$ cat config.mk
export PLATFORM = sky130hd
export DESIGN_NAME = output_compare_channel
export DESIGN_NICKNAME = d
export VERILOG_FILES = /design/src/rtl/oc_pkg.sv /design/src/rtl/output_compare_channel.sv
export SDC_FILE = /design/constraint.sdc
export NUM_CORES = 1
export LEC_CHECK = 0
export BUFFER_PORTS_ARGS = -buffer_cell sky130_fd_sc_hd__buf_2
export CAP_MARGIN = 20
export CORE_MARGIN = 2
export CORE_UTILIZATION = 53
export CTS_CLUSTER_SIZE = 12
export DETAILED_ROUTE_END_ITERATION = 12
export PLACE_DENSITY = 0.84
export SLEW_MARGIN = 20
export SYNTH_ARGS = -nofsm -noshare
export SYNTH_HDL_FRONTEND = slang
export SYNTH_SLANG_ARGS = --single-unit
$ cat constraint.sdc
create_clock -name mclk -period 2.55 [get_ports mclk]
set_input_delay 0.1275 -clock mclk [delete_from_list [all_inputs] [get_ports mclk]]
set_output_delay 0.1275 -clock mclk [all_outputs]
set_load 0.005 [all_outputs]
$ cat src/rtl/oc_pkg.sv
// Package: register layout, modes and carriers for the output compare channel
package oc_pkg;
  localparam int          DATA_W        = 16;
  localparam logic [1:0]  ADDR_CONTROL  = 2'h0;
  localparam logic [1:0]  ADDR_PRIMARY  = 2'h1;
  localparam logic [1:0]  ADDR_SECOND   = 2'h2;
  localparam logic [1:0]  ADDR_IRQ      = 2'h3;
  localparam int          BIT_IDLE_HALT = 13;
  localparam int          BIT_FAULT     = 4;
  localparam int          BIT_TBSEL     = 3;
  localparam int          MODE_LSB      = 0;
  localparam int          MODE_MSB      = 2;
  localparam logic [15:0] CONTROL_MASK  = 16'h200F;
  localparam logic [15:0] RESET_VALUE   = 16'h0000;
  localparam int          IRQ_MATCH     = 0;
  localparam int          IRQ_FAULT     = 1;
  localparam int          IRQ_W         = 2;

  typedef enum logic [2:0] {
    MODE_OFF     = 3'b000,
    MODE_SET_HI  = 3'b001,
    MODE_SET_LO  = 3'b010,
    MODE_TOGGLE  = 3'b011,
    MODE_SINGLE  = 3'b100,
    MODE_CONT    = 3'b101,
    MODE_PWM     = 3'b110,
    MODE_PWM_FLT = 3'b111
  } mode_type;

  typedef struct packed {
    logic [1:0]        addr;
    logic [15:0]       wdata;
    logic              wr;
    logic              rd;
  } bus_req_type;

  typedef struct packed {
    logic [15:0]       firstTimeBase;
    logic [15:0]       secondTimeBase;
  } time_base_type;
endpackage

$ cat src/rtl/output_compare_channel.sv
// Output compare channel: timer compare, pin drive, status and interrupts
// Notes on behaviour
// Timer select bit picks second or first base
// Compare against primary, or primary and secondary
// Compare matches may raise an interrupt request
// Mode 000 disables, port logic owns pin
// Mode 001 starts low, match drives high
// Mode 010 starts high, match drives low
// Mode 011 keeps level, match toggles pin
// Mode 100 single pulse, interrupt on fall
// Mode 101 repeating pulses, interrupt on falls
// Mode 110 PWM, no fault, no interrupt
// Mode 111 PWM, fault fall raises interrupt
// Fault flag set by fault, hardware clears
// Idle halt bit stops channel in idle; a mode 111 fault still sets the flag, forces the pin low and interrupts
// Software stops timer before control writes
// Primary match sets, secondary match clears
// Unimplemented control bits read as zero
//
// Local design decisions: the strobed register port and the placing of the registers.
`timescale 1ns/1ps
module output_compare_channel (
  input  wire logic                  mclk,
  input  wire logic                  rst,
  input  wire oc_pkg::bus_req_type   busReq,
  output logic [15:0]                rdata,
  input  wire oc_pkg::time_base_type timeBase,
  input  wire logic                  cpuIdle,
  input  wire logic                  faultInputA,
  output logic                       compareOutputPin,
  output logic                       pinOwned,
  output logic                       irq
);
  import oc_pkg::*;

  // ****************************************
  // Registers
  // ****************************************
  logic [15:0]      control;
  logic [15:0]      primaryCompareValue;
  logic [15:0]      secondaryCompareValue;
  logic [IRQ_W-1:0] irqStatus;
  logic [IRQ_W-1:0] irqMask;
  logic             pinLevel;
  logic             pulseDone;
  logic             faultSync1;
  logic             faultSync2;
  logic             faultPrev;
  logic             faultFlag;
  logic [15:0]      next_control;
  logic [15:0]      next_primary;
  logic [15:0]      next_secondary;
  logic [IRQ_W-1:0] next_irqStatus;
  logic [IRQ_W-1:0] next_irqMask;
  logic             next_pinLevel;
  logic             next_pulseDone;
  logic             next_faultFlag;
  logic [15:0]      next_rdata;

  mode_type    mode;
  logic [15:0] timerValue;
  logic        running;
  logic        matchPrimary;
  logic        matchSecondary;
  logic        faultFall;
  logic        writeControl;
  logic        matchEvent;
  logic        faultEvent;
  logic        pinFall;
  logic        pinRise;

  assign mode = mode_type'(control[MODE_MSB:MODE_LSB]);
  assign timerValue = control[BIT_TBSEL] ? timeBase.secondTimeBase
                                         : timeBase.firstTimeBase;
  assign running = !(control[BIT_IDLE_HALT] && cpuIdle);
  assign matchPrimary = running && (timerValue == primaryCompareValue);
  assign matchSecondary = running
                          && (timerValue == secondaryCompareValue);
  assign faultFall = faultPrev && !faultSync2;
  assign writeControl = busReq.wr && (busReq.addr == ADDR_CONTROL);
  assign pinFall = pinLevel && !next_pinLevel;
  assign pinRise = !pinLevel && next_pinLevel;

  // ****************************************
  // Pin and sequence
  // ****************************************
  always_comb begin
    next_pinLevel = pinLevel;
    next_pulseDone = pulseDone;
    next_faultFlag = faultFlag;
    if (writeControl) begin
      // Initial level for the newly written mode
      next_pulseDone = 1'b0;
      // A fault in the same cycle as the write still sets the flag while the old mode is 111
      next_faultFlag = (mode == MODE_PWM_FLT) && faultFall;
      case (mode_type'(busReq.wdata[MODE_MSB:MODE_LSB]))
        MODE_SET_HI:  next_pinLevel = 1'b0;
        MODE_SET_LO:  next_pinLevel = 1'b1;
        MODE_TOGGLE:  next_pinLevel = pinLevel;
        MODE_SINGLE:  next_pinLevel = 1'b0;
        MODE_CONT:    next_pinLevel = 1'b0;
        MODE_PWM,
        MODE_PWM_FLT: next_pinLevel = (primaryCompareValue != 16'h0000);
        default:      next_pinLevel = 1'b0;
      endcase
    end else begin
      case (mode)
        MODE_SET_HI: begin
          if (matchPrimary) begin
            next_pinLevel = 1'b1;
          end
        end
        MODE_SET_LO: begin
          if (matchPrimary) begin
            next_pinLevel = 1'b0;
          end
        end
        MODE_TOGGLE: begin
          if (matchPrimary) begin
            next_pinLevel = !pinLevel;
          end
        end
        MODE_SINGLE: begin
          if (!pulseDone && matchPrimary) begin
            next_pinLevel = 1'b1;
          end else if (pinLevel && matchSecondary) begin
            next_pinLevel = 1'b0;
            next_pulseDone = 1'b1;
          end
        end
        MODE_CONT: begin
          if (matchPrimary) begin
            next_pinLevel = 1'b1;
          end else if (matchSecondary) begin
            next_pinLevel = 1'b0;
          end
        end
        MODE_PWM,
        MODE_PWM_FLT: begin
          if (mode == MODE_PWM_FLT && faultFall) begin
            next_faultFlag = 1'b1;
          end
          if (faultFlag || next_faultFlag) begin
            next_pinLevel = 1'b0;
          end else if (running && timerValue == 16'h0000) begin
            next_pinLevel = (primaryCompareValue != 16'h0000);
          end else if (matchPrimary) begin
            next_pinLevel = 1'b0;
          end
        end
        default: next_pinLevel = pinLevel;
      endcase
    end
  end

  // ****************************************
  // Interrupt events
  // ****************************************
  always_comb begin
    matchEvent = 1'b0;
    faultEvent = 1'b0;
    if (!writeControl) begin
      case (mode)
        MODE_SET_HI:  matchEvent = matchPrimary;
        MODE_SET_LO:  matchEvent = matchPrimary;
        MODE_TOGGLE:  matchEvent = matchPrimary;
        MODE_SINGLE:  matchEvent = pinFall;
        MODE_CONT:    matchEvent = pinFall;
        MODE_PWM_FLT: faultEvent = faultFall;
        default:      matchEvent = 1'b0;
      endcase
    end
    faultEvent = (mode == MODE_PWM_FLT) && faultFall;
  end

  // ****************************************
  // Register file
  // ****************************************
  always_comb begin
    next_control = control;
    next_primary = primaryCompareValue;
    next_secondary = secondaryCompareValue;
    next_irqMask = irqMask;
    next_irqStatus = irqStatus;
    next_rdata = 16'h0000;
    if (busReq.wr) begin
      case (busReq.addr)
        ADDR_CONTROL: next_control = busReq.wdata & CONTROL_MASK;
        ADDR_PRIMARY: next_primary = busReq.wdata;
        ADDR_SECOND:  next_secondary = busReq.wdata;
        default: begin
          next_irqMask = busReq.wdata[IRQ_W+7:8];
          next_irqStatus = irqStatus & ~busReq.wdata[IRQ_W-1:0];
        end
      endcase
    end
    // Set wins over a clear in the same cycle
    next_irqStatus[IRQ_MATCH] = next_irqStatus[IRQ_MATCH] | matchEvent;
    next_irqStatus[IRQ_FAULT] = next_irqStatus[IRQ_FAULT] | faultEvent;
    if (busReq.rd) begin
      case (busReq.addr)
        ADDR_CONTROL: begin
          next_rdata = control & CONTROL_MASK;
          next_rdata[BIT_FAULT] = faultFlag;
        end
        ADDR_PRIMARY: next_rdata = primaryCompareValue;
        ADDR_SECOND:  next_rdata = secondaryCompareValue;
        default: next_rdata = {6'h00, irqMask, 6'h00, irqStatus};
      endcase
    end
  end

  always_ff @(posedge mclk) begin
    if (rst) begin
      control <= RESET_VALUE;
      primaryCompareValue <= RESET_VALUE;
      secondaryCompareValue <= RESET_VALUE;
      irqStatus <= '0;
      irqMask <= '0;
      rdata <= RESET_VALUE;
      pinLevel <= 1'b0;
      pulseDone <= 1'b0;
      faultFlag <= 1'b0;
      faultSync1 <= 1'b1;
      faultSync2 <= 1'b1;
      faultPrev <= 1'b1;
    end else begin
      control <= next_control;
      primaryCompareValue <= next_primary;
      secondaryCompareValue <= next_secondary;
      irqStatus <= next_irqStatus;
      irqMask <= next_irqMask;
      rdata <= next_rdata;
      pinLevel <= next_pinLevel;
      pulseDone <= next_pulseDone;
      faultFlag <= next_faultFlag;
      faultSync1 <= faultInputA;
      faultSync2 <= faultSync1;
      faultPrev <= faultSync2;
    end
  end

  assign compareOutputPin = pinLevel;
  assign pinOwned = (mode != MODE_OFF);
  assign irq = |(irqStatus & irqMask);
endmodule // output_compare_channel

* After elaboration in Yosys (flattened, before gate mapping)
Cells that the tools add are included.
Word-level totals: output and inout bits 19, register bits after elaboration 63
Cells by class: bitwise operators 8, muxes and demuxes 23, equal/unequal tests 15, reductions and logical operators 34
Operators with widths (count):
- $pmux W16 S3 | 1
- $eq A16 B16 Y1 | 2
- $eq A3 B3 Y1 const B | 6
- $logic_not A16 Y1 | 1
- $mux W1 | 16
- $mux W16 | 1
- $reduce_bool A16 Y1 | 1
- $eq A3 B2 Y1 const B | 4
- $reduce_or A2 Y1 | 6
- $logic_and A1 B1 Y1 | 10
- $reduce_and A2 Y1 | 4
- $pmux W1 S6 | 1
- $reduce_or A3 Y1 | 2
- $logic_not A1 Y1 | 5
- $and A2 B2 Y2 | 2
- $mux W2 | 2
- $eq A3 B1 Y1 const B | 1
- $not A1 Y1 | 3
- $pmux W1 S3 | 1
- $reduce_and A3 Y1 | 1
- $reduce_bool A3 Y1 | 1
- $eq A2 B1 Y1 const B | 1
- $eq A2 B2 Y1 const B | 1
- $logic_not A2 Y1 | 1
- other kinds (5) | 6

* Depth between registers and ports, before layout
word-level depth 15, mapped depth 11, gate-level depth less buffers 9

* Least setup slack after synthesis
Ideal clock, no wire load.
path kind reg2reg, start point reg control[3], end point reg pinLevel (netlist: compareOutputPin), setup time 124 ps, clock period less this slack 2275 ps, buffers on the path 2, cell stages (with the launch flop) 12, arrival time 2151 ps, slack 275 ps, cells stage by stage dfxtp_1 > buf_6 > buf_2 > mux2i_1 > xnor2_1 > nor4_1 > nand4_1 > nand3b_4 > ha_1 > mux2i_1 > nor4_1 > a2111o_1
On the way: word-level cells in the longest chain between the ends 8, elaborated cells on any way between the ends 20
RTL lines:
- start, declared | line output_compare_channel.sv:39 | logic [15:0] control;
- start signal, assigned | line output_compare_channel.sv:228 | control <= next_control;
- $mux W16 * | line output_compare_channel.sv:73 | assign timerValue = control[BIT_TBSEL] ? timeBase.secondTimeBase
- $eq A16 B16 Y1, on equally long branches | line output_compare_channel.sv:76, output_compare_channel.sv:78
- $logic_and A1 B1 Y1, on equally long branches | line output_compare_channel.sv:76, output_compare_channel.sv:78
- $mux W1 or $logic_and A1 B1 Y1 (tied branches) | line output_compare_channel.sv:114, output_compare_channel.sv:147, output_compare_channel.sv:126
- $mux W1, on equally long branches | line output_compare_channel.sv:145, output_compare_channel.sv:126
- $mux W1, on equally long branches | line output_compare_channel.sv:143, output_compare_channel.sv:124
- $pmux W1 S6 * | line output_compare_channel.sv:107 | case (mode)
- $mux W1 * | line output_compare_channel.sv:91 | if (writeControl) begin
- end signal, assigned | line output_compare_channel.sv:234 | pinLevel <= next_pinLevel;
- end, declared | line output_compare_channel.sv:44 | logic pinLevel;
Mark *: on every way between the ends. The rest lies on a longest branch, timed or not. A chain may end at the register's enable or synchronous reset.

* Worst setup path in the final report
Ends and elaborated chain as after synthesis.

==> impl_metrics.ini <==
[die]
num_rows = 27
floorplan.initialDensity_pct = 55.40
die_area_sq_um = 6453
core_area_sq_um = 5574
io_pins = 75
die_w_um = 80.33
die_h_um = 80.33

[sta]
clock_skew_ps = 5.288
hold_viol_final = 0
drv_slew = 0
worst_slack_ps = 102.4
post-route-period-util_pct = 95.98
rsz0062_at_grt = true
total_negative_setup_slack_ps = 0
period_needed_ps = 2448
final_setup_violating_endpoints = 0
pin_slew_with_the_least_headroom_to_its_limit_ps = 636.3
fmaxAchievable_ghz = 0.4086
timing.max_slew.rel_slack_pct = 57.58

[finish]
layoutNonFillerInstCount = 527
nFillCells = 438
drive_above_1_share_pct = 27.25
area_delta_synth_final_pct = 26.99
number_of_antenna_cells_inserted = 0
final_nets = 507
final_core_utilization_pct = 70.35

[run_status]
outcome = complete, no violations

[logic_synthesis]
yosysTopAreaCellShare_pct = 40.84
synth_enable_flop_cells = 0
synth_simple_gate_area_share_pct = 23.06
synth.area.top_cells = sky130_fd_sc_hd__dfxtp_1 41%, sky130_fd_sc_hd__nand2_1 10%, sky130_fd_sc_hd__a21oi_1 7.6%, sky130_fd_sc_hd__xnor2_1 7.4%, sky130_fd_sc_hd__mux2i_1 5.8%
cell_types_with_the_highest_counts_after_synthesis = 83 x sky130_fd_sc_hd__nand2_1, 63 x sky130_fd_sc_hd__dfxtp_1, 47 x sky130_fd_sc_hd__a21oi_1
dominantRegCellSynth = sky130_fd_sc_hd__dfxtp_1
yosysWarningCount = 0
yosys.area_share.xor_xnor_pct = 9.076
yosysUniqueCellTypes = 40
postSynth.asyncResetShare_pct = 0
post_synth_instance_area_sq_um = 3088
synth_nets = 427
synth.avg_cell_area_sq_um = 8.346
synth.area.mux_share_pct = 10.25
seq_area_frac_synth_pct = 40.84
synth_compound_gate_area_share_pct = 12.52
synth_top_cell_by_area = sky130_fd_sc_hd__dfxtp_1
synth_top_family_by_area = simple AND/OR/NAND/NOR gates
yosys_register_bits = 63
synthCells = 370
post-synth-top-count-cell = sky130_fd_sc_hd__nand2_1
synth-adder-area-share_pct = 0.4052

[grt]
largest_net_degree_at_the_start_of_global_routing = 45
grtUsageTotal_pct = 29.71
first_global_vias = 2929
first_pass_grt_wire_length_mm = 14.35
grt.overflow.total = 0
grt_antenna_before_repair = 0

[routing]
final_antenna_net_count = 0
wl_mm = 9.667
wl_per_cell_um = 18.34
detailed_routing_iterations_pass_1 = 7
detailroute.via_count = 3176
drc_errors = 0
route.detailed.vias_per_inst = 6.027
initialDrtViolationCount = 419

[cts]
htree_num_levels = 3
clk_transition_reported_paths_ps = 70
clock_path_buffers = 2
tritoncts = yes
cts_sinks = 63
numCtsBuffers = 9
root_buffer_cell = sky130_fd_sc_hd__clkbuf_8
clk-insertion-delay-late_ps = 350

[power_and_ir_drop]
powerDensity_nw_per_um2 = 576.2
vdd_drop_max_uv = 416.2
intPower_w = 0.001677
power.leakage_nw = 1.499
switching_share_pct = 25.77
comb_power_share_pct = 13.8
power.share.clock_pct = 40.2
power.sequential.fraction_pct = 46.1
switching_power_w = 0.0005822

[worst_setup_path]
worst_r2r_path_depth = 10
critical_path_arrival_ps = 2680
critical_path_class = register to register
critPathMaxFanout = 5
critical_path_data_required_time_ps = 2780
startpoint_of_the_worst_register_to_register_path = control[3]$_SDFFE_PP0P_
endpoint_kind = register
worstSetupStartpointType = register
critical_path.startpoint = control[3]$_SDFFE_PP0P_

[hold_path]
timing.hold.worst_path_depth = 3
hp-start = busReq[14]
hp-class = input pin to register

[place]
place_worst_setup_slack_ps = 9.962
port_buffers = 74
global_placement_routability_congestion = 1.010
place_inst = 505
post-dp-hpwl_mm = 6.623

[run]
max-cap-violations = 0
[routing by layer]
layer  track usage [%]  share of wire (%)  vias up
li1                  -                  -     1445
met1             39.72                 41     1454
met2             45.67                 45      235
met3             6.404                 10       42
met4             14.07                3.8        0
met5                 0                  0        -
[critical path: stages (launching register included)]
cell	delay (ps)
sky130_fd_sc_hd__dfxtp_4	390
sky130_fd_sc_hd__clkbuf_16	170
sky130_fd_sc_hd__mux2i_1	280
sky130_fd_sc_hd__buf_4	160
sky130_fd_sc_hd__xnor2_1	70
sky130_fd_sc_hd__nor3_1	230
sky130_fd_sc_hd__nand4_1	140
sky130_fd_sc_hd__nor3_1	270
sky130_fd_sc_hd__buf_4	170
sky130_fd_sc_hd__o22ai_1	80
sky130_fd_sc_hd__a2111o_1	360
[registers in the layout (all words and copies together), names as in the netlist]
register and cells:
irqMask 2, rdata 16, faultFlag 1, primaryCompareValue 16, secondaryCompareValue 16, faultPrev 1, pulseDone 1, control 5
faultSync1 1, irqStatus 2, faultSync2 1, compareOutputPin 1
[final timing paths]
path / slack (ps) / to
hold reg to reg: 410 / faultSync2$_SDFF_PP1_
hold / removal: 30 / secondaryCompareValue[12]$_SDFFE_PP0P_
setup / recovery: 100 / compareOutputPin$_SDFF_PP0_
setup reg to reg: 100 / compareOutputPin$_SDFF_PP0_
[kinds of logic (layout without fill, tap and decap cells)]
kind of cell               count (synthesis)  in the layout
AOI/OAI and AO/OA                         67             67
xor gates and xnor gates                  32             32
adders and majority gates                  1              1
buffers and inverters                     25            110
DFF                                       63             63
muxes                                     27             27
and+or+nand+nor                          155            155
[power groups by stage]
| stage | Combinational, W | Sequential [W] | Clock, W |
|---|---|---|---|
| after floorplan | 0.000166 | 0.00105 | 0 |
| after global placement | 0.000266 | 0.00106 | 0 |
| after detailed placement | 0.000271 | 0.00106 | 0 |
| after CTS | 0.000277 | 0.00104 | 0.000906 |
| after global routing | 0.000334 | 0.00104 | 0.000949 |
| final | 0.000311 | 0.00104 | 0.000907 |
[final cells by class]
type | count | area [sq um] | area share (%)
Multi-Input combinational cell | 282 | 1802 | 45.95
Sequential cell | 63 | 1265 | 32.26
Timing Repair Buffer | 90 | 540.5 | 13.78
Clock buffer | 13 | 168.9 | 4.308
Tap cell | 72 | 90.09 | 2.297
Clock inverter | 3 | 40.04 | 1.021
Inverter | 4 | 15.01 | 0.3829
[repair_timing]
item	CTS	global route
resized for setup	1	16
buffers inserted	0	3
hold endpoints to repair	1	0
pin swaps	0	3
gates cloned	0	2
hold buffers	1	0
endpoints found under the setup margin	1	1
[through the flow]
| stage | hold WS (ps) | area (sq um) | power (W) |
|---|---|---|---|
| after floorplan | 231.3 | 3088 | 0.001214 |
| final | 29.54 | 3921 | 0.002259 |
| after CTS | 23.25 | 3760 | 0.002221 |
| after global placement | 311.2 | 3532 | 0.001326 |
| after global routing | 35.60 | 3921 | 0.002324 |
| after detailed placement | 314.3 | 3532 | 0.001331 |
[placed cells by master (no fill, tap or decap), types with 2 or more instances in the layout]
cell	instances
sky130_fd_sc_hd__nand2_1	83
sky130_fd_sc_hd__buf_2	74
sky130_fd_sc_hd__dfxtp_1	62
sky130_fd_sc_hd__a21oi_1	47
sky130_fd_sc_hd__xnor2_1	26
sky130_fd_sc_hd__nor2_1	25
sky130_fd_sc_hd__nor4_1	17
sky130_fd_sc_hd__mux2i_1	13
sky130_fd_sc_hd__clkbuf_8	12
sky130_fd_sc_hd__buf_4	12
sky130_fd_sc_hd__a22oi_1	10
sky130_fd_sc_hd__mux2i_4	7
sky130_fd_sc_hd__nor3_1	7
sky130_fd_sc_hd__xor2_1	6
sky130_fd_sc_hd__nand4_1	5
sky130_fd_sc_hd__nor2b_1	4
sky130_fd_sc_hd__inv_1	4
sky130_fd_sc_hd__mux2i_2	3
sky130_fd_sc_hd__and2_1	3
sky130_fd_sc_hd__or2_2	3
sky130_fd_sc_hd__o21ai_0	2
sky130_fd_sc_hd__mux2_2	2
sky130_fd_sc_hd__mux4_2	2
sky130_fd_sc_hd__clkinv_2	2
sky130_fd_sc_hd__clkbuf_16	2
Power figures use the tool's default switching activity.
